$ cat config.mk
export PLATFORM = sky130hd
export DESIGN_NAME = vpa_emu_phy
export DESIGN_NICKNAME = d
export VERILOG_FILES = /design/src/pkg/vpa_pkg.sv /design/src/logic/vpa_neg_resolve.sv /design/src/logic/vpa_emu_phy.sv
export SDC_FILE = /design/constraint.sdc
export NUM_CORES = 1
export LEC_CHECK = 0
export BUFFER_PORTS_ARGS = -buffer_cell sky130_fd_sc_hd__buf_4
export CAP_MARGIN = 5
export CORE_MARGIN = 2
export CORE_UTILIZATION = 50
export CTS_CLUSTER_DIAMETER = 40
export DETAILED_ROUTE_END_ITERATION = 10
export GPL_TIMING_DRIVEN = 0
export HOLD_SLACK_MARGIN = 0.02
export PLACE_DENSITY = 0.74
export SLEW_MARGIN = 10
export SYNTH_ARGS = -nofsm -noshare
export SYNTH_HDL_FRONTEND = slang
export SYNTH_SLANG_ARGS = --single-unit
export TNS_END_PERCENT = 100
$ cat constraint.sdc
create_clock -name i_mclk -period 3.2 [get_ports i_mclk]
set_clock_uncertainty 0.1 [all_clocks]
set_input_delay 0.48 -clock i_mclk [delete_from_list [all_inputs] [get_ports i_mclk]]
set_output_delay 0.48 -clock i_mclk [all_outputs]
set_load 0.02 [all_outputs]
$ cat src/pkg/vpa_pkg.sv
// constants, field layout and state encoding of the emulated phy block
// assumes a 50 MHz system clock and a 32-bit avalon-mm register bus
package vpa_pkg;

	localparam int unsigned CLK_PERIOD_NS   = 20;
	localparam int unsigned EMU_RST_TIME_NS = 102000;
	localparam int unsigned EMU_RST_CYCLES  = EMU_RST_TIME_NS / CLK_PERIOD_NS;
	localparam int          RST_CNT_W       = 13;

	// byte addresses, one aligned word each
	localparam logic [7:0] OFS_BASIC_CTRL = 8'h00;
	localparam logic [7:0] OFS_BASIC_STAT = 8'h04;
	localparam logic [7:0] OFS_ID_HI      = 8'h08;
	localparam logic [7:0] OFS_ID_LO      = 8'h0C;
	localparam logic [7:0] OFS_ADVERT     = 8'h10;
	localparam logic [7:0] OFS_PARTNER    = 8'h14;
	localparam logic [7:0] OFS_EXPANSION  = 8'h18;
	localparam logic [7:0] OFS_CHIP_RST   = 8'h40;

	// basic control fields
	localparam int CTRL_RESET    = 15;
	localparam int CTRL_LOOPBACK = 14;
	localparam int CTRL_SPEED    = 13;
	localparam int CTRL_NEG_EN   = 12;
	localparam int CTRL_PDOWN    = 11;
	localparam int CTRL_ISOLATE  = 10;
	localparam int CTRL_RESTART  = 9;
	localparam int CTRL_DUPLEX   = 8;
	localparam int CTRL_COLTEST  = 7;

	// advertisement / partner fields; tech[3:0] = 100F,100H,10F,10H
	localparam int ADV_TECH_LSB  = 5;
	localparam int ADV_PAUSE_SYM = 10;
	localparam int ADV_PAUSE_ASY = 11;
	localparam int TECH_100F     = 3;
	localparam int TECH_100H     = 2;
	localparam int TECH_10F      = 1;
	localparam int TECH_10H      = 0;

	localparam int STAT_NEG_DONE = 5;
	localparam int EXP_LP_ABLE   = 0;
	localparam int EXP_PAGE_RX   = 1;
	localparam int CHIP_DIG_RST  = 0;
	localparam int CHIP_EMU_RST  = 1;

	// values after reset
	localparam logic       CTRL_NEG_EN_RST = 1'b1;
	localparam logic       CTRL_SPEED_RST  = 1'b1;
	localparam logic       CTRL_DUPLEX_RST = 1'b1;
	localparam logic [3:0] ADV_TECH_RST    = 4'hF;
	localparam logic       ADV_SYM_RST     = 1'b1;
	localparam logic       ADV_ASY_RST     = 1'b0;
	localparam logic [4:0] SELECTOR_8023   = 5'h01;
	localparam logic [15:0] STAT_FIXED     = 16'h780D;
	localparam logic [15:0] UNMAPPED_VAL   = 16'hFFFF;

	typedef enum logic [1:0] {
		NS_IDLE     = 2'b00,
		NS_COMPLETE = 2'b01,
		NS_PAGE     = 2'b10,
		NS_RESULT   = 2'b11
	} vpa_neg_state_t;

endpackage

$ cat src/logic/vpa_neg_resolve.sv
// emulated partner abilities and highest common mode resolution
// purely combinational; the caller registers the result
`timescale 1ns/10ps
module vpa_neg_resolve
(
	input  wire logic [3:0] i_adv_tech,
	input  wire logic       i_duplex_pin,
	input  wire logic       i_duplex_pol,
	input  wire logic       i_speed_strap,
	output logic      [3:0] o_lp_tech,
	output logic            o_lp_able,
	output logic            o_res_100,
	output logic            o_res_full
);
	import vpa_pkg::*;

	logic       partner_full;
	logic [3:0] partner_tech;
	logic [3:0] common;

	always_comb
	begin
		// partner duplex: full when pin level matches polarity strap
		partner_full = (i_duplex_pin == i_duplex_pol);
		partner_tech = '0;
		partner_tech[TECH_10H]  = 1'b1;
		partner_tech[TECH_10F]  = partner_full;
		partner_tech[TECH_100H] = i_speed_strap;
		partner_tech[TECH_100F] = i_speed_strap & partner_full;
		common = i_adv_tech & partner_tech;
		o_lp_able  = |common;
		o_lp_tech  = partner_tech;
		o_res_100  = 1'b0;
		o_res_full = 1'b0;
		if (common[TECH_100F])
		begin
			o_res_100  = 1'b1;
			o_res_full = 1'b1;
		end
		else if (common[TECH_100H])
		begin
			o_res_100 = 1'b1;
		end
		else if (common[TECH_10F])
		begin
			o_res_full = 1'b1;
		end
		else if (!common[TECH_10H])
		begin
			// parallel detect: half duplex, strap speed, one tech bit
			o_res_100 = i_speed_strap;
			o_lp_tech = i_speed_strap ? 4'h4 : 4'h1;
		end
	end

endmodule

$ cat src/logic/vpa_emu_phy.sv
// emulated single-port phy register bank with emulated negotiation
// assumes a synchronous avalon-mm master and static strap levels
`timescale 1ns/10ps

// Contract
// - presents clause 22 style phy registers so a stock driver works
// - bank holds speed, duplex, loopback, isolate, collision test, negotiation status
// - emulated negotiation runs only while the enable bit is set
// - negotiation restarts on resets, soft resets, restart bit, digital reset, reload
// - sequence: set complete, then page received, then store result
// - result comes from AND of local and partner ability bits
// - priority: 100 full, 100 half, 10 full, 10 half
// - no common bit falls back to emulated parallel detection
// - all four advertised ability bits set after reset, writable
// - advertisement writes do not alter result until renegotiation
// - partner abilities come from duplex pin, polarity and speed straps
// - no next page, remote fault or T4 support anywhere
// - pin and strap changes never rerun negotiation
// - common ability sets partner-able bit and loads partner abilities
// - host side is the local station, switch side the partner
// - fallback clears partner-able, half duplex, strap speed, one partner bit
// - negotiation disabled forces speed and duplex from control bits
// - partner pause bits mirror the local advertised pause bits
// - chip-level emulated reset bit self clears after about 102 us
module vpa_emu_phy
#(
	parameter int unsigned   RST_CYCLES = vpa_pkg::EMU_RST_CYCLES,
	parameter logic [15:0]   ID_HI      = 16'h0000, // arbitrary identity value
	parameter logic [15:0]   ID_LO      = 16'h0000  // arbitrary identity value
)
(
	input  wire logic        i_mclk,
	input  wire logic        i_rst,
	input  wire logic [7:0]  i_address,
	input  wire logic        i_read,
	input  wire logic        i_write,
	input  wire logic [31:0] i_writedata,
	input  wire logic [3:0]  i_byteenable,
	input  wire logic        i_port0_duplex_pin,
	input  wire logic        i_duplex_pol_strap,
	input  wire logic        i_speed_strap,
	input  wire logic        i_eeprom_reload,
	output logic      [31:0] o_readdata,
	output logic             o_waitrequest,
	output logic             o_speed_100,
	output logic             o_full_duplex,
	output logic             o_pause_sym,
	output logic             o_pause_asym,
	output logic             o_neg_complete
);
	import vpa_pkg::*;

	typedef struct packed {
		logic                 loopback;
		logic                 speed_sel;
		logic                 neg_en;
		logic                 pdown;
		logic                 isolate;
		logic                 restart;
		logic                 duplex;
		logic                 coltest;
		logic [3:0]           adv_tech;
		logic                 adv_sym;
		logic                 adv_asy;
		logic [3:0]           lp_tech;
		logic                 lp_sym;
		logic                 lp_asy;
		logic                 neg_done;
		logic                 page_rx;
		logic                 lp_able;
		logic                 res_100;
		logic                 res_full;
		vpa_neg_state_t       st;
		logic                 rst_busy;
		logic [RST_CNT_W-1:0] rst_cnt;
		logic                 waitreq;
		logic [31:0]          rdata;
		logic                 out_100;
		logic                 out_full;
		logic                 out_sym;
		logic                 out_asy;
	} vpa_state_t;

	localparam logic [RST_CNT_W-1:0] RST_LAST = RST_CNT_W'(RST_CYCLES - 1);

	// power-on state enters the sequence at once
	localparam vpa_state_t ST_RST = '{
		speed_sel: CTRL_SPEED_RST, neg_en: CTRL_NEG_EN_RST, duplex: CTRL_DUPLEX_RST,
		adv_tech: ADV_TECH_RST, adv_sym: ADV_SYM_RST, adv_asy: ADV_ASY_RST,
		st: NS_COMPLETE, waitreq: 1'b1, default: '0};

	vpa_state_t s_q;
	vpa_state_t s_d;
	logic [3:0] nr_lp_tech;
	logic       nr_lp_able;
	logic       nr_res_100;
	logic       nr_res_full;

	vpa_neg_resolve u_resolve
	(
		.i_adv_tech    (s_q.adv_tech),
		.i_duplex_pin  (i_port0_duplex_pin),
		.i_duplex_pol  (i_duplex_pol_strap),
		.i_speed_strap (i_speed_strap),
		.o_lp_tech     (nr_lp_tech),
		.o_lp_able     (nr_lp_able),
		.o_res_100     (nr_res_100),
		.o_res_full    (nr_res_full)
	);

	// register view; local = host side, partner = switch side
	function automatic logic [15:0] reg_view(input vpa_state_t s, input logic [7:0] a);
		logic [15:0] v;
		v = UNMAPPED_VAL;
		case (a)
			OFS_BASIC_CTRL: v = {1'b0, s.loopback, s.speed_sel, s.neg_en, s.pdown,
				s.isolate, s.restart, s.duplex, s.coltest, 7'h00};
			OFS_BASIC_STAT: v = STAT_FIXED | (16'(s.neg_done) << STAT_NEG_DONE);
			OFS_ID_HI:      v = ID_HI;
			OFS_ID_LO:      v = ID_LO;
			// np, remote fault and t4 bits stay zero
			OFS_ADVERT:     v = {4'h0, s.adv_asy, s.adv_sym, 1'b0, s.adv_tech,
				SELECTOR_8023};
			OFS_PARTNER:    v = {4'h0, s.lp_asy, s.lp_sym, 1'b0, s.lp_tech,
				SELECTOR_8023};
			OFS_EXPANSION:  v = {14'h0000, s.page_rx, s.lp_able};
			OFS_CHIP_RST:   v = {14'h0000, s.rst_busy, 1'b0};
			default:        v = UNMAPPED_VAL;
		endcase
		return v;
	endfunction

	function automatic logic [15:0] lane_merge(input logic [15:0] old_v,
		input logic [15:0] new_v, input logic [1:0] be);
		return {be[1] ? new_v[15:8] : old_v[15:8], be[0] ? new_v[7:0] : old_v[7:0]};
	endfunction

	// register fields back to power-on values, bus and reset timer untouched
	function automatic vpa_state_t soft_defaults(input vpa_state_t s);
		vpa_state_t r;
		r          = ST_RST;
		r.rst_busy = s.rst_busy;
		r.rst_cnt  = s.rst_cnt;
		r.waitreq  = s.waitreq;
		r.rdata    = s.rdata;
		r.st       = NS_IDLE;
		return r;
	endfunction

	logic        acc_go;
	logic        wr_go;
	logic [15:0] wv;
	logic        trig;
	logic        restore;

	always_comb
	begin
		s_d     = s_q;
		wv      = lane_merge(reg_view(s_q, i_address), i_writedata[15:0], i_byteenable[1:0]);
		acc_go  = (i_read | i_write) & s_q.waitreq;
		wr_go   = i_write & ~s_q.waitreq;
		trig    = 1'b0;
		restore = 1'b0;

		// one wait cycle, then answer; read data framed while waiting
		s_d.waitreq = ~acc_go;
		if (acc_go)
		begin
			s_d.rdata = {16'h0000, reg_view(s_q, i_address)};
		end

		if (wr_go)
		begin
			case (i_address)
				OFS_BASIC_CTRL:
				begin
					s_d.loopback  = wv[CTRL_LOOPBACK];
					s_d.speed_sel = wv[CTRL_SPEED];
					s_d.neg_en    = wv[CTRL_NEG_EN];
					s_d.pdown     = wv[CTRL_PDOWN];
					s_d.isolate   = wv[CTRL_ISOLATE];
					s_d.duplex    = wv[CTRL_DUPLEX];
					s_d.coltest   = wv[CTRL_COLTEST];
					if (wv[CTRL_RESTART])
					begin
						s_d.restart = 1'b1;
						trig        = 1'b1;
					end
					if (wv[CTRL_RESET])
					begin
						restore = 1'b1;
					end
				end
				OFS_ADVERT:
				begin
					// only the stored advertisement moves here
					s_d.adv_tech = wv[ADV_TECH_LSB +: 4];
					s_d.adv_sym  = wv[ADV_PAUSE_SYM];
					s_d.adv_asy  = wv[ADV_PAUSE_ASY];
				end
				OFS_CHIP_RST:
				begin
					if (wv[CHIP_DIG_RST] || wv[CHIP_EMU_RST])
					begin
						restore = 1'b1;
					end
					if (wv[CHIP_EMU_RST] && !s_q.rst_busy)
					begin
						s_d.rst_busy = 1'b1;
						s_d.rst_cnt  = '0;
					end
				end
				default:
				begin
					s_d.rst_cnt = s_d.rst_cnt;
				end
			endcase
		end

		// reload behaves like a block reset; strap moves are not events
		if (i_eeprom_reload)
		begin
			restore = 1'b1;
		end
		if (restore)
		begin
			s_d  = soft_defaults(s_d);
			trig = 1'b1;
		end

		// chip-level reset holds the bank at defaults while counting
		if (s_q.rst_busy)
		begin
			s_d = soft_defaults(s_d);
			if (s_q.rst_cnt == RST_LAST)
			begin
				s_d.rst_busy = 1'b0;
				trig         = 1'b1;
			end
			else
			begin
				s_d.rst_cnt = s_q.rst_cnt + 1'b1;
			end
		end

		case (s_q.st)
			NS_IDLE:
			begin
				s_d.st = NS_IDLE;
			end
			NS_COMPLETE:
			begin
				s_d.neg_done = 1'b1;
				s_d.restart  = 1'b0;
				s_d.st       = NS_PAGE;
			end
			NS_PAGE:
			begin
				s_d.page_rx = 1'b1;
				s_d.st      = NS_RESULT;
			end
			NS_RESULT:
			begin
				s_d.res_100  = nr_res_100;
				s_d.res_full = nr_res_full;
				s_d.lp_able  = nr_lp_able;
				s_d.lp_tech  = nr_lp_tech;
				s_d.lp_sym   = s_q.adv_sym;
				s_d.lp_asy   = s_q.adv_asy;
				s_d.st       = NS_IDLE;
			end
			default:
			begin
				s_d.st = NS_IDLE;
			end
		endcase

		if (trig && !s_d.rst_busy)
		begin
			s_d.neg_done = 1'b0;
			s_d.page_rx  = 1'b0;
			s_d.lp_able  = 1'b0;
			s_d.st       = NS_COMPLETE;
		end
		// disabling negotiation stops a sequence in flight
		if (!s_d.neg_en || s_d.rst_busy)
		begin
			s_d.st      = NS_IDLE;
			s_d.restart = 1'b0;
		end

		s_d.out_100  = s_q.neg_en ? s_q.res_100 : s_q.speed_sel;
		s_d.out_full = s_q.neg_en ? s_q.res_full : s_q.duplex;
		// pause comes from the stored result, so advert writes wait for renegotiation
		s_d.out_sym  = s_q.neg_en & s_q.res_full & s_q.lp_sym;
		s_d.out_asy  = s_q.neg_en & s_q.res_full & s_q.lp_asy;
	end

	always_ff @(posedge i_mclk or posedge i_rst)
	begin
		if (i_rst)
		begin
			s_q <= ST_RST;
		end
		else
		begin
			s_q <= s_d;
		end
	end

	assign o_readdata     = s_q.rdata;
	assign o_waitrequest  = s_q.waitreq;
	assign o_speed_100    = s_q.out_100;
	assign o_full_duplex  = s_q.out_full;
	assign o_pause_sym    = s_q.out_sym;
	assign o_pause_asym   = s_q.out_asy;
	assign o_neg_complete = s_q.neg_done;
endmodule

==> flow_summary.html, run 1 <==
<table>
<tr><th>Metric</th><th>Value</th></tr>
<tr><th colspan="2">Detailed routing</th></tr>
<tr><td>Routed wire length</td><td>8170 um</td></tr>
<tr><td>Vias per std cell</td><td>approximately 5.5</td></tr>
<tr><td>Via count</td><td>2826</td></tr>
<tr><td>Count of TritonRoute iterations in the first routing pass</td><td>4</td></tr>
<tr><td>DRC errors left</td><td>0</td></tr>
<tr><td>Number of nets with antenna violations after routing</td><td>0</td></tr>
<tr><td>Initial DRC count</td><td>212</td></tr>
<tr><td>Wire length per cell</td><td>15.86 um</td></tr>
<tr><th colspan="2">CTS</th></tr>
<tr><td>Clock transition time at the flip-flop clock pins of the worst setup and hold paths</td><td>0.07 ns</td></tr>
<tr><td>Gates resized, CTS repair</td><td>0</td></tr>
<tr><td>Total setup buffers inserted after CTS</td><td>0</td></tr>
<tr><td>Clk root buf</td><td>sky130_fd_sc_hd__clkbuf_8</td></tr>
<tr><td>Clock buffers created by TritonCTS</td><td>9</td></tr>
<tr><td>Count of H-tree levels built during CTS</td><td>3</td></tr>
<tr><td>Clock sink count</td><td>60</td></tr>
<tr><td>Deepest clock path buffer count</td><td>2</td></tr>
<tr><td>Clock tree from TritonCTS</td><td>built</td></tr>
<tr><td>Number of buffers inserted for hold repair after clock tree synthesis</td><td>0</td></tr>
<tr><td>Clock latency of the later-clocked register in the worst-skew pair</td><td>0.34 ns</td></tr>
<tr><th colspan="2">Timing</th></tr>
<tr><td>Minimum clock period after layout</td><td>about 2.4 ns</td></tr>
<tr><td>Final Hold Violating Endpoints</td><td>0</td></tr>
<tr><td>Unrepaired setup endpoints after global routing</td><td>no</td></tr>
<tr><td>Relative max-transition margin</td><td>43.04%</td></tr>
<tr><td>Final Max Slew Viols</td><td>0</td></tr>
<tr><td>Final setup fails</td><td>0</td></tr>
<tr><td>Max Clk Rate</td><td>423.2 MHz</td></tr>
<tr><td>Worst Tran Pin Value</td><td>0.8425 ns</td></tr>
<tr><td>Ratio of final minimum period to clock period</td><td>73.84%</td></tr>
<tr><td>PnR worst setup slack</td><td>0.8371 ns</td></tr>
<tr><td>Post-Route Setup TNS</td><td>0 ns</td></tr>
<tr><th colspan="2">Power and ir drop</th></tr>
<tr><td>Power Internal</td><td>between 1000 and 1500 uW</td></tr>
<tr><td>Share of power burned in combinational logic</td><td>22.3%</td></tr>
<tr><td>Static power due to leakage</td><td>0.001915 uW</td></tr>
<tr><td>Total power per unit cell area</td><td>522.7 mW/mm^2</td></tr>
<tr><td>Clock share of power</td><td>32.1%</td></tr>
<tr><td>Switching fraction of total power</td><td>32.27%</td></tr>
<tr><td>Net load switching power</td><td>~700 uW</td></tr>
<tr><td>Worst vdd rail ir drop</td><td>419.2 uV</td></tr>
<tr><td>Share of total power in sequential cells</td><td>a little under half</td></tr>
<tr><th colspan="2">Yosys</th></tr>
<tr><td>Most used DFF post-synth</td><td>sky130_fd_sc_hd__dfrtp_1</td></tr>
<tr><td>Number of warnings issued by yosys</td><td>0</td></tr>
<tr><td>Cell type contributing the most total cell area after synthesis</td><td>sky130_fd_sc_hd__dfrtp_1</td></tr>
<tr><td>Async SR Flop Fraction</td><td>100.0%</td></tr>
<tr><td>Yosys cell types</td><td>67</td></tr>
<tr><td>Number of enable flip-flop cells after synthesis</td><td>0</td></tr>
<tr><td>Top-area cell type share of the netlist area</td><td>36.58%</td></tr>
<tr><td>Mean post-synth cell area</td><td>9.691 um^2</td></tr>
<tr><td>Top post-synthesis cells by area</td><td>sky130_fd_sc_hd__dfrtp_1, sky130_fd_sc_hd__dfstp_2, sky130_fd_sc_hd__buf_4</td></tr>
<tr><td>Summed instance area of the synthesized netlist</td><td>around 0.0034 mm^2</td></tr>
<tr><td>Post-synthesis register bit count</td><td>60</td></tr>
<tr><td>Syn Inst Count</td><td>353</td></tr>
<tr><td>Fraction of the yosys area taken by sequential cells</td><td>44.26%</td></tr>
<tr><th colspan="2">GRT</th></tr>
<tr><td>Number of antenna violations at the first check in global routing</td><td>0</td></tr>
<tr><td>Number of global-route vias before repair</td><td>2768</td></tr>
<tr><td>Overall track demand over capacity in global routing</td><td>22.98%</td></tr>
<tr><td>Grt total ovfl</td><td>0</td></tr>
<tr><td>First-pass GRT wire length</td><td>13250 um</td></tr>
<tr><td>Pin count of the biggest net entering global routing</td><td>34</td></tr>
<tr><th colspan="2">Final layout</th></tr>
<tr><td>Leading cell type in the layout, fill and taps excluded</td><td>sky130_fd_sc_hd__buf_4</td></tr>
<tr><td>Layout cell share with drive strength beyond 1</td><td>around 33%</td></tr>
<tr><td>Area added between synthesis and finish</td><td>22.02%</td></tr>
<tr><td>Final net count</td><td>486</td></tr>
<tr><td>Commonest cells after routing, fill and taps aside</td><td>sky130_fd_sc_hd__buf_4, sky130_fd_sc_hd__dfrtp_1, sky130_fd_sc_hd__nand2_1</td></tr>
<tr><td>Fin util</td><td>62.12%</td></tr>
<tr><td>N_diodes</td><td>0</td></tr>
<tr><th colspan="2">Run status</th></tr>
<tr><td>Run status</td><td>finished clean</td></tr>
<tr><th colspan="2">Die</th></tr>
<tr><td>Die outline area</td><td>0.007519 mm^2</td></tr>
<tr><td>I/O pin count</td><td>90</td></tr>
<tr><td>Initial Util</td><td>50.91%</td></tr>
<tr><td>Number of standard-cell rows in the floorplan</td><td>30</td></tr>
<tr><td>Die Span Y</td><td>86.72 um</td></tr>
<tr><td>Core Region</td><td>roughly 0.0067 mm^2</td></tr>
<tr><td>Die boundary width</td><td>86.72 um</td></tr>
<tr><th colspan="2">Setup path</th></tr>
<tr><td>Data required time at the worst endpoint</td><td>approximately 3.4 ns</td></tr>
<tr><td>Crit-path max FO</td><td>10</td></tr>
<tr><td>Critical-path top delay cell</td><td>sky130_fd_sc_hd__or4b_1</td></tr>
<tr><td>Critical path, cell by cell</td><td>or4b_1 &gt; o41a_1 &gt; a21oi_4 &gt; inv_2 &gt; nor4_2</td></tr>
<tr><td>Critical Path Max Stage Delay</td><td>0.55 ns</td></tr>
<tr><td>Data arrival time of the critical path</td><td>roughly 2.5 ns</td></tr>
<tr><td>Worst setup EP type</td><td>register</td></tr>
<tr><td>Nature of the critical path startpoint</td><td>register</td></tr>
<tr><td>Setup CP Type</td><td>register to register</td></tr>
<tr><th colspan="2">Min path</th></tr>
<tr><td>Type of the tightest min-delay check</td><td>input port to asynchronous set/reset pin</td></tr>
<tr><th colspan="2">Placed design</th></tr>
<tr><td>Placement-stage worst setup slack</td><td>just under 0.5 ns</td></tr>
<tr><td>Estimated wirelength of the detail-placed design</td><td>6141 um</td></tr>
<tr><td>Routability-driven placement congestion ratio</td><td>0.8472</td></tr>
<tr><td>Number of input and output port buffers inserted</td><td>50</td></tr>
<tr><th colspan="2">Run</th></tr>
<tr><td>Max-capacitance violation count</td><td>0</td></tr>
</table>
## flip-flops by register name (all words and copies together) (netlist names)
name            cells
o_neg_complete      1
o_full_duplex       1
o_waitrequest       1
s_q                40
o_speed_100         1
o_pause_sym         1
o_pause_asym        1
o_readdata         14
## critical path, delay by kind of cell (launching register included)
kind | cells | cell delay (ns)
AO/OA/AOI/OAI | 2 | 0.86
flip-flops | 1 | 0.42
buffers and inverters | 1 | 0.10
AND/OR/NAND/NOR | 2 | 0.78
## through the flow
step	cells	power, uW	hold slack, ns	area, um^2
floorplan	368	1314	0.3405	3477
global placement	498	1459	0.3628	3953
detailed placement	499	1490	0.3602	3973
CTS	515	2189	0.1236	4174
global route	515	2303	0.1550	4174
finish	515	2182	0.09959	4174
## worst paths after layout
kind                                  from            to  slack, ns  cells after the start
max in group asynchronous            i_rst       s_q[75]       2.25                      3
setup / recovery                   s_q[41]       s_q[52]       0.84                      5
min in group i_mclk        i_writedata[13]       s_q[76]       0.27                      3
setup reg to reg                   s_q[41]       s_q[52]       0.84                      5
hold reg to reg                    s_q[49]       s_q[49]       0.37                      1
hold / removal                       i_rst  o_pause_asym        0.1                      2
## Yosys cell counts (2+ instances only)
cell type,n
sky130_fd_sc_hd__mux2i_1,7
sky130_fd_sc_hd__a32o_1,2
sky130_fd_sc_hd__a22oi_1,3
sky130_fd_sc_hd__dfrtp_1,50
sky130_fd_sc_hd__nand2_1,47
sky130_fd_sc_hd__nor2b_1,4
sky130_fd_sc_hd__nand3_1,8
sky130_fd_sc_hd__ha_1,4
sky130_fd_sc_hd__nor4_1,3
sky130_fd_sc_hd__a31oi_1,3
sky130_fd_sc_hd__o211ai_1,5
sky130_fd_sc_hd__clkbuf_1,4
sky130_fd_sc_hd__nor4b_1,2
sky130_fd_sc_hd__o21bai_1,2
sky130_fd_sc_hd__a221o_2,3
sky130_fd_sc_hd__o21ai_0,32
sky130_fd_sc_hd__nor2_1,19
sky130_fd_sc_hd__nand4_1,4
sky130_fd_sc_hd__xnor2_1,2
sky130_fd_sc_hd__buf_2,5
sky130_fd_sc_hd__a22o_1,4
sky130_fd_sc_hd__o21ai_1,2
sky130_fd_sc_hd__nor3_1,4
sky130_fd_sc_hd__and3_1,4
sky130_fd_sc_hd__nor4_4,2
sky130_fd_sc_hd__buf_4,32
sky130_fd_sc_hd__mux2_2,8
sky130_fd_sc_hd__a21oi_1,20
sky130_fd_sc_hd__inv_1,11
sky130_fd_sc_hd__or3_1,3
sky130_fd_sc_hd__nand2b_1,4
sky130_fd_sc_hd__o22ai_2,2
sky130_fd_sc_hd__and2_2,2
sky130_fd_sc_hd__xor2_1,2
sky130_fd_sc_hd__and2_1,2
sky130_fd_sc_hd__nand3b_1,2
sky130_fd_sc_hd__dfstp_2,10
## power by group through the flow
| stage | Clock, uW | Sequential (uW) | Combinational, uW |
|---|---|---|---|
| 2_1_floorplan | 0 | 978 | 337 |
| 3_3_place_gp | 0 | 992 | 466 |
| 3_5_place_dp | 0 | 1000 | 489 |
| 4_1_cts | 709 | 989 | 491 |
| 5_1_grt | 747 | 1010 | 543 |
| 6_report | 700 | 994 | 487 |
## cell families after synthesis
group / count (synthesis) / synth area share (%)
and+or+nand+nor: 119 / 18.95
AOI/OAI and AO/OA: 96 / 19.68
DFF: 60 / 44.26
buffers and inverters: 54 / 9.839
muxes: 15 / 4.682
adders and majority gates: 4 / 1.463
xor gates and xnor gates: 4 / 1.024
other: 1 / 0.1096
## final cells by class
cell class,count,area [um^2]
clock inverters,6,63.81
plain buffers,42,291.5
flip-flops and latches,60,1514
multi-input cells,254,1627
well taps,80,100.1
clock buffers,10,137.6
fillers,597,2545
repair buffers,51,395.4
inverters,12,45.04
## metal layers
| metal | part of all wire [%] | track usage (%) | routed length, um | vias up |
|---|---|---|---|---|
| li1 | - | - | - | 1369 |
| met1 | 46 | 31.27 | 3725 | 1361 |
| met2 | 47 | 36.92 | 3873 | 82 |
| met3 | 5.2 | 3.238 | 427 | 14 |
| met4 | 1.8 | 9.517 | 144 | 0 |
| met5 | 0 | 0 | 0 | - |
Power figures use the tool's default switching activity.
==> run 2: changes to the inputs <==
--- a/config.mk
+++ b/config.mk
@@ -8,12 +8,12 @@
 export BUFFER_PORTS_ARGS = -buffer_cell sky130_fd_sc_hd__buf_4
 export CAP_MARGIN = 5
 export CORE_MARGIN = 2
-export CORE_UTILIZATION = 50
+export CORE_UTILIZATION = 48
 export CTS_CLUSTER_DIAMETER = 40
 export DETAILED_ROUTE_END_ITERATION = 10
 export GPL_TIMING_DRIVEN = 0
 export HOLD_SLACK_MARGIN = 0.02
-export PLACE_DENSITY = 0.74
+export PLACE_DENSITY = 0.75
 export SLEW_MARGIN = 10
 export SYNTH_ARGS = -nofsm -noshare
 export SYNTH_HDL_FRONTEND = slang
==> constraint.sdc (replaced) <==
create_clock -name i_mclk -period 2 [get_ports i_mclk]
set_clock_uncertainty 0.1 [all_clocks]
set_input_delay 0.3 -clock i_mclk [delete_from_list [all_inputs] [get_ports i_mclk]]
set_output_delay 0.3 -clock i_mclk [all_outputs]
set_load 0.02 [all_outputs]
==> run 2 against run 1 <==
The flow now finishes with violations (setup timing). Global-route usage rose by 0.56 points. Worst hold slack worse by 0.023 ns. Design area rose by 9.7%. Die area up 4.0%. Setup slack worse by 0.95 ns. Maximum frequency grew 12%. Count of clock-buffer cells in the layout rose by 3. Sequential power grew 62%.
==> flow_summary.html, run 2 (synthesis results as in run 1) <==
<table>
<tr><th>Metric</th><th>Value</th></tr>
<tr><th colspan="2">Run status</th></tr>
<tr><td>Violations in the final reports</td><td>setup timing</td></tr>
<tr><td>Run status</td><td>finished with violations</td></tr>
<tr><th colspan="2">Final layout</th></tr>
<tr><td>Final net count</td><td>508 (+4.5%)</td></tr>
<tr><td>Leading cell type in the layout, fill and taps excluded</td><td>sky130_fd_sc_hd__buf_4</td></tr>
<tr><td>Fill cell total of the finished layout</td><td>556 (-6.9%)</td></tr>
<tr><td>Non-filler cells, final</td><td>553 (+7.4%)</td></tr>
<tr><td>N_diodes</td><td>0 (unchanged)</td></tr>
<tr><td>Register containing the most flip-flops in the final layout</td><td>s_q</td></tr>
<tr><td>Commonest cells after routing, fill and taps aside</td><td>sky130_fd_sc_hd__buf_4, sky130_fd_sc_hd__dfrtp_1, sky130_fd_sc_hd__nand2_1</td></tr>
<tr><td>Cell area after layout</td><td>0.004578 mm^2 (+9.7%)</td></tr>
<tr><td>Area added between synthesis and finish</td><td>33.83%</td></tr>
<tr><td>Flip-flop count of the largest register, all copies and words added</td><td>40 (unchanged)</td></tr>
<tr><td>Layout cell share with drive strength beyond 1</td><td>42.89% (+9.8 points)</td></tr>
<tr><td>Fin util</td><td>67.01% (+4.9 points)</td></tr>
<tr><th colspan="2">Timing</th></tr>
<tr><td>Final Max Slew Viols</td><td>0 (unchanged)</td></tr>
<tr><td>Ratio of final minimum period to clock period</td><td>105.5% (+32 points)</td></tr>
<tr><td>Final Hold Violating Endpoints</td><td>0 (unchanged)</td></tr>
<tr><td>Relative max-transition margin</td><td>58.35% (+15 points)</td></tr>
<tr><td>Worst Tran Pin Value</td><td>0.6221 ns (-0.2204 ns)</td></tr>
<tr><td>Final setup fails</td><td>13 (+13)</td></tr>
<tr><td>Minimum clock period after layout</td><td>2.110 ns (-0.2525 ns)</td></tr>
<tr><td>Unrepaired setup endpoints after global routing</td><td>yes</td></tr>
<tr><td>Max Clk Rate</td><td>473.8 MHz (+12%)</td></tr>
<tr><td>PnR worst setup slack</td><td>-0.1104 ns (-0.9475 ns)</td></tr>
<tr><th colspan="2">CTS</th></tr>
<tr><td>Deepest clock path buffer count</td><td>2 (unchanged)</td></tr>
<tr><td>Clock transition time at the flip-flop clock pins of the worst setup and hold paths</td><td>0.07 ns (about the same)</td></tr>
<tr><td>Clk root buf</td><td>sky130_fd_sc_hd__clkbuf_8</td></tr>
<tr><td>Clock sink count</td><td>60 (unchanged)</td></tr>
<tr><td>Clock tree from TritonCTS</td><td>built</td></tr>
<tr><td>Clock latency of the later-clocked register in the worst-skew pair</td><td>0.36 ns (+0.02 ns)</td></tr>
<tr><td>Count of H-tree levels built during CTS</td><td>3 (unchanged)</td></tr>
<tr><td>Clock buffers created by TritonCTS</td><td>9 (unchanged)</td></tr>
<tr><th colspan="2">GRT</th></tr>
<tr><td>Number of global-route vias before repair</td><td>2776 (+0.29%)</td></tr>
<tr><td>Grt total ovfl</td><td>0 (unchanged)</td></tr>
<tr><td>Pin count of the biggest net entering global routing</td><td>34 (unchanged)</td></tr>
<tr><td>First-pass GRT wire length</td><td>13840 um (+4.5%)</td></tr>
<tr><td>Overall track demand over capacity in global routing</td><td>23.54% (+0.56 points)</td></tr>
<tr><td>Number of antenna violations at the first check in global routing</td><td>0 (unchanged)</td></tr>
<tr><th colspan="2">Run</th></tr>
<tr><td>Max-capacitance violation count</td><td>0 (unchanged)</td></tr>
<tr><th colspan="2">Setup path</th></tr>
<tr><td>Origin of the worst setup path</td><td>s_q[48]</td></tr>
<tr><td>Crit-path max FO</td><td>7 (-3)</td></tr>
<tr><td>Source of the worst register-to-register timing path</td><td>s_q[48]</td></tr>
<tr><td>Data required time at the worst endpoint</td><td>2.12 ns (-1.23 ns)</td></tr>
<tr><td>Worst setup EP type</td><td>register</td></tr>
<tr><td>Setup CP Type</td><td>register to register</td></tr>
<tr><td>Nature of the critical path startpoint</td><td>register</td></tr>
<tr><td>Data arrival time of the critical path</td><td>2.23 ns (-0.28 ns)</td></tr>
<tr><th colspan="2">Detailed routing</th></tr>
<tr><td>Routed wire length</td><td>8814 um (+7.9%)</td></tr>
<tr><td>Via count</td><td>3032 (+7.3%)</td></tr>
<tr><td>Vias per std cell</td><td>5.483 (about the same)</td></tr>
<tr><td>Count of TritonRoute iterations in the first routing pass</td><td>5 (+1)</td></tr>
<tr><td>Initial DRC count</td><td>218 (+2.8%)</td></tr>
<tr><td>DRC errors left</td><td>0 (unchanged)</td></tr>
<tr><td>Wire length per cell</td><td>15.94 um (+0.47%)</td></tr>
<tr><td>Number of nets with antenna violations after routing</td><td>0 (unchanged)</td></tr>
<tr><th colspan="2">Placed design</th></tr>
<tr><td>Routability-driven placement congestion ratio</td><td>0.9248 (+9.2%)</td></tr>
<tr><td>Area post-placement</td><td>0.003996 mm^2 (+0.60%)</td></tr>
<tr><td>Estimated wirelength of the detail-placed design</td><td>6119 um (-0.35%)</td></tr>
<tr><td>Number of input and output port buffers inserted</td><td>50 (unchanged)</td></tr>
<tr><td>Count of placed standard cells including taps</td><td>515 (+3.2%)</td></tr>
<tr><th colspan="2">Die</th></tr>
<tr><td>Core Region</td><td>0.006832 mm^2 (+1.7%)</td></tr>
<tr><td>Die boundary width</td><td>88.42 um (+2.0%)</td></tr>
<tr><td>I/O pin count</td><td>90 (unchanged)</td></tr>
<tr><td>Initial Util</td><td>50.07% (-0.84 points)</td></tr>
<tr><td>Die outline area</td><td>0.007818 mm^2 (+4.0%)</td></tr>
<tr><td>Die Span Y</td><td>88.42 um (+2.0%)</td></tr>
<tr><td>Number of standard-cell rows in the floorplan</td><td>30 (unchanged)</td></tr>
<tr><th colspan="2">Power and ir drop</th></tr>
<tr><td>Total power per unit cell area</td><td>843.4 mW/mm^2 (+61%)</td></tr>
<tr><td>Worst vdd rail ir drop</td><td>559.9 uV (+34%)</td></tr>
<tr><td>Static power due to leakage</td><td>0.002109 uW (+10%)</td></tr>
<tr><td>Total Power</td><td>3861 uW (+77%)</td></tr>
<tr><th colspan="2">Min path</th></tr>
<tr><td>Type of the tightest min-delay check</td><td>input port to register</td></tr>
<tr><td>Worst min-delay path startpoint</td><td>i_writedata[13]</td></tr>
</table>
[run 2: worst paths after layout]
check,endpoint,slack (ns),cells after the start
max reg2reg,s_q[43],-0.11,6
min in group asynchronous,s_q[39],0.49,3
min reg2reg,o_readdata[1],0.38,2
max,s_q[43],-0.11,6
min,s_q[76],0.08,3
max in group asynchronous,s_q[67],0.64,4
[run 2: metal layers]
| layer | vias up | track usage (%) | wire length (um) |
|---|---|---|---|
| met3 | 24 | 3.638 | 588 |
| li1 | 1428 | - | - |
| met2 | 144 | 37.39 | 4311 |
| met1 | 1436 | 32.38 | 3725 |
| met4 | 0 | 9.642 | 188 |
| met5 | - | 0 | 0 |
[run 2: metrics by stage]
stage | worst slack, ns | hold WS, ns | TNS (ns)
6_report | -0.1104 | 0.07623 | -1.052
5_1_grt | -0.2289 | 0.08860 | -2.070
4_1_cts | -0.1316 | 0.07365 | -1.328
3_5_place_dp | -0.4297 | 0.3212 | -10.20
3_3_place_gp | -0.6319 | 0.3626 | -41.18
2_1_floorplan | -0.02253 | 0.3313 | -0.03931
[run 2: final cells by class]
type,instances,area (um^2),share of cell area (%)
multi-input cells,254,1778,38.84
flip-flops and latches,60,1514,33.07
repair buffers,73,593.1,12.95
plain buffers,42,291.5,6.368
clock buffers,13,168.9,3.690
well taps,96,120.1,2.624
clock inverters,3,67.56,1.476
inverters,12,45.04,0.9839
[run 2: timing repair]
item | 4_1_cts | 5_1_grt
buffers inserted | 16 | 5
hold buffers | 1 | 0
gates cloned | 1 | 0
hold endpoints to repair | 22 | 0
setup endpoints to repair | 24 | 34
pin swaps | 10 | 12
gates resized for setup | 23 | 38
[run 2: where the power goes]
group          switching (uW)  total (uW)  internal (uW)  leakage [uW]
clock network             496        1300            804      0.000116
logic                     515         951            435       0.00129
registers                 201        1610           1410      0.000701
total                    1210        3860           2650       0.00211
[run 2: critical path, stage by stage (launching register included)]
cell                       delay [ns]
sky130_fd_sc_hd__dfrtp_1         0.40
sky130_fd_sc_hd__or4b_4          0.55
sky130_fd_sc_hd__nor4_2          0.33
sky130_fd_sc_hd__nand2b_4        0.25
sky130_fd_sc_hd__nor2_1          0.06
sky130_fd_sc_hd__o21ai_0         0.17
sky130_fd_sc_hd__o21ai_0         0.11
==> run 3: changes to the inputs <==
--- a/config.mk
+++ b/config.mk
@@ -7,7 +7,7 @@
 export LEC_CHECK = 0
 export BUFFER_PORTS_ARGS = -buffer_cell sky130_fd_sc_hd__buf_4
 export CAP_MARGIN = 5
-export CORE_MARGIN = 2
+export CORE_MARGIN = 10
 export CORE_UTILIZATION = 48
 export CTS_CLUSTER_DIAMETER = 40
 export DETAILED_ROUTE_END_ITERATION = 10
==> run 3 against run 2 <==
Power fell by 5.9%. Critical path type unchanged. Combinational power decreased by 4.3%. Die area up 39%. Critical path depth stayed put. Core utilization is 2.2 points lower. Largest cell class unchanged. The run still ends with setup timing left.
==> flow_summary.html, run 3 (synthesis results as in run 1) <==
<table>
<tr><th>Metric</th><th>Value</th></tr>
<tr><th colspan="2">Run status</th></tr>
<tr><td>Run status</td><td>finished with violations</td></tr>
<tr><td>Violations in the final reports</td><td>setup timing</td></tr>
<tr><th colspan="2">Setup path</th></tr>
<tr><td>Capture point of the critical path</td><td>s_q[48]</td></tr>
<tr><td>Nature of the critical path startpoint</td><td>register</td></tr>
<tr><td>Worst-case reg-to-reg path depth</td><td>6 (unchanged)</td></tr>
<tr><td>Source of the worst register-to-register timing path</td><td>s_q[47]</td></tr>
<tr><td>Critical-path top delay cell</td><td>sky130_fd_sc_hd__or4b_4</td></tr>
<tr><td>Reg-to-reg endpoint</td><td>s_q[48]</td></tr>
<tr><td>Critical path, cell by cell</td><td>or4b_4 &gt; o41a_1 &gt; a21oi_4 &gt; buf_4 &gt; o21ai_0 &gt; o21ai_0</td></tr>
<tr><td>Setup slack of the most critical reg-to-reg path</td><td>-0.11 ns (about the same)</td></tr>
<tr><td>Critical Path Max Stage Delay</td><td>0.52 ns (-0.03 ns)</td></tr>
<tr><td>Origin of the worst setup path</td><td>s_q[47]</td></tr>
<tr><td>Most common cell type on the critical path</td><td>sky130_fd_sc_hd__o21ai_0</td></tr>
<tr><td>Setup CP Type</td><td>register to register</td></tr>
<tr><td>Data required time at the worst endpoint</td><td>2.17 ns (+0.05 ns)</td></tr>
<tr><td>Crit-path max FO</td><td>7 (unchanged)</td></tr>
<tr><td>Worst setup EP type</td><td>register</td></tr>
<tr><td>Data arrival time of the critical path</td><td>2.28 ns (+0.05 ns)</td></tr>
<tr><th colspan="2">Die</th></tr>
<tr><td>Die Span Y</td><td>104.4 um (+18%)</td></tr>
<tr><td>Die outline area</td><td>0.01090 mm^2 (+39%)</td></tr>
<tr><td>Number of standard-cell rows in the floorplan</td><td>30 (unchanged)</td></tr>
<tr><td>Core Region</td><td>0.006869 mm^2 (+0.55%)</td></tr>
<tr><td>I/O pin count</td><td>90 (unchanged)</td></tr>
<tr><td>Die boundary width</td><td>104.4 um (+18%)</td></tr>
<tr><td>Initial Util</td><td>49.80% (-0.27 points)</td></tr>
<tr><th colspan="2">Placed design</th></tr>
<tr><td>Placement-stage worst setup slack</td><td>-0.4604 ns (-0.03069 ns)</td></tr>
<tr><td>Number of input and output port buffers inserted</td><td>50 (unchanged)</td></tr>
<tr><td>Area post-placement</td><td>0.003996 mm^2 (unchanged)</td></tr>
<tr><td>Routability-driven placement congestion ratio</td><td>0.8804 (-4.8%)</td></tr>
<tr><td>Estimated wirelength of the detail-placed design</td><td>6740 um (+10%)</td></tr>
<tr><th colspan="2">GRT</th></tr>
<tr><td>Pin count of the biggest net entering global routing</td><td>33 (-2.9%)</td></tr>
<tr><td>Overall track demand over capacity in global routing</td><td>17.04% (-6.5 points)</td></tr>
<tr><td>Grt total ovfl</td><td>0 (unchanged)</td></tr>
<tr><td>Number of antenna violations at the first check in global routing</td><td>0 (unchanged)</td></tr>
<tr><td>First-pass GRT wire length</td><td>15090 um (+9.0%)</td></tr>
<tr><td>Number of global-route vias before repair</td><td>2981 (+7.4%)</td></tr>
<tr><th colspan="2">Final layout</th></tr>
<tr><td>Fin util</td><td>64.79% (-2.2 points)</td></tr>
<tr><td>Layout cell share with drive strength beyond 1</td><td>39.96% (-2.9 points)</td></tr>
<tr><td>Area added between synthesis and finish</td><td>30.10%</td></tr>
<tr><td>Fill cell total of the finished layout</td><td>581 (+4.5%)</td></tr>
<tr><td>N_diodes</td><td>0 (unchanged)</td></tr>
<tr><td>Final net count</td><td>504 (-0.79%)</td></tr>
<tr><td>Commonest cells after routing, fill and taps aside</td><td>sky130_fd_sc_hd__buf_4, sky130_fd_sc_hd__dfrtp_1, sky130_fd_sc_hd__nand2_1</td></tr>
<tr><td>Register containing the most flip-flops in the final layout</td><td>s_q</td></tr>
<tr><td>Leading cell type in the layout, fill and taps excluded</td><td>sky130_fd_sc_hd__buf_4</td></tr>
<tr><td>Cell area after layout</td><td>0.004451 mm^2 (-2.8%)</td></tr>
<tr><td>Flip-flop count of the largest register, all copies and words added</td><td>40 (unchanged)</td></tr>
<tr><th colspan="2">Timing</th></tr>
<tr><td>Post-Route Setup TNS</td><td>-0.7398 ns (+0.3118 ns)</td></tr>
<tr><td>Relative max-transition margin</td><td>42.77% (-16 points)</td></tr>
<tr><td>Final Hold Violating Endpoints</td><td>0 (unchanged)</td></tr>
<tr><td>Unrepaired setup endpoints after global routing</td><td>yes</td></tr>
<tr><td>Final setup fails</td><td>15 (+2)</td></tr>
<tr><td>Minimum clock period after layout</td><td>2.109 ns (-0.001569 ns)</td></tr>
<tr><td>Ratio of final minimum period to clock period</td><td>105.4% (about the same)</td></tr>
<tr><td>Final Max Slew Viols</td><td>0 (unchanged)</td></tr>
<tr><td>Worst Tran Pin Value</td><td>0.8465 ns (+0.2245 ns)</td></tr>
<tr><td>PnR worst setup slack</td><td>-0.1088 ns (+0.001569 ns)</td></tr>
<tr><td>Max Clk Rate</td><td>474.2 MHz (about the same)</td></tr>
<tr><th colspan="2">CTS</th></tr>
<tr><td>Clk root buf</td><td>sky130_fd_sc_hd__clkbuf_8</td></tr>
<tr><td>Clock transition time at the flip-flop clock pins of the worst setup and hold paths</td><td>0.07 ns (about the same)</td></tr>
<tr><td>Clock sink count</td><td>60 (unchanged)</td></tr>
<tr><td>Deepest clock path buffer count</td><td>2 (unchanged)</td></tr>
<tr><td>Clock buffers created by TritonCTS</td><td>9 (unchanged)</td></tr>
<tr><td>Clock tree from TritonCTS</td><td>built</td></tr>
<tr><td>Count of H-tree levels built during CTS</td><td>3 (unchanged)</td></tr>
<tr><td>Clock latency of the later-clocked register in the worst-skew pair</td><td>0.37 ns (about the same)</td></tr>
<tr><th colspan="2">Run</th></tr>
<tr><td>Max-capacitance violation count</td><td>0 (unchanged)</td></tr>
<tr><th colspan="2">Power and ir drop</th></tr>
<tr><td>Worst vdd rail ir drop</td><td>462.4 uV (-17%)</td></tr>
<tr><td>Total Power</td><td>3634 uW (-5.9%)</td></tr>
<tr><td>Static power due to leakage</td><td>0.002059 uW (-2.4%)</td></tr>
<tr><td>Total power per unit cell area</td><td>816.5 mW/mm^2 (-3.2%)</td></tr>
<tr><th colspan="2">Detailed routing</th></tr>
<tr><td>Vias per std cell</td><td>5.437 (-0.83%)</td></tr>
<tr><td>Routed wire length</td><td>9356 um (+6.1%)</td></tr>
<tr><td>Wire length per cell</td><td>17.04 um (+6.9%)</td></tr>
<tr><td>Via count</td><td>2985 (-1.6%)</td></tr>
<tr><td>Count of TritonRoute iterations in the first routing pass</td><td>5 (unchanged)</td></tr>
<tr><td>Number of nets with antenna violations after routing</td><td>0 (unchanged)</td></tr>
<tr><td>Initial DRC count</td><td>245 (+12%)</td></tr>
<tr><td>DRC errors left</td><td>0 (unchanged)</td></tr>
<tr><th colspan="2">Min path</th></tr>
<tr><td>Type of the tightest min-delay check</td><td>input port to register</td></tr>
</table>
[run 3: layout make-up]
cell class	count	area, um^2	share of cell area (%)
multi-input combinational	254	1727	38.80
clock buffer	10	137.6	3.092
clock inverter	6	63.81	1.434
inverter	12	45.04	1.012
timing repair buffer	69	551.8	12.40
buffer	42	291.5	6.550
tap	96	120.1	2.699
sequential	60	1514	34.02
[run 3: critical path, delay by kind of cell (launching register included)]
family / cells / cell delay (ns)
compound gates: 4 / 0.81
buf+inv: 1 / 0.16
flops: 1 / 0.43
simple gates: 1 / 0.52
[run 3: report_power, final]
group          switching (uW)  total (uW)  internal [uW]
Combinational             493         910            417
Sequential                185        1590           1410
Clock                     525        1130            606
[run 3: per-layer routing]
metal,wire [um],track usage [%],vias to the layer above,share of wire [%]
met5,0,0,-,0
met4,213,6.660,0,2.3
met3,739,6.010,18,7.9
met2,4416,25.38,119,47
met1,3986,21.93,1431,43
li1,-,-,1417,-
[run 3: what timing repair did]
action	in CTS	in global routing
pin swaps	7	9
gates resized for setup	15	23
setup buffers	11	5
endpoints found under the hold margin	22	0
endpoints found under the setup margin	25	36
gates cloned	1	0
hold buffers	1	0
[run 3: how the worst min path moves through the flow]
stage | startpoint | end | slack (ns) | cells after the start
2_1_floorplan | i_writedata[13] | s_q[76] | 0.33 | 2
3_3_place_gp | s_q[49] | s_q[49] | 0.36 | 1
3_5_place_dp | i_rst | s_q[63] | 0.34 | 2
4_1_cts | i_writedata[13] | s_q[76] | 0.06 | 3
5_1_grt | i_writedata[13] | s_q[76] | 0.06 | 3
6_report | i_writedata[13] | s_q[76] | 0.07 | 3
[run 3: stage by stage]
step | std cells | hold slack [ns]
floorplan | 368 | 0.3313
global placement | 514 | 0.3594
detailed placement | 515 | 0.3411
CTS | 544 | 0.06070
global route | 549 | 0.06427
finish | 549 | 0.06953
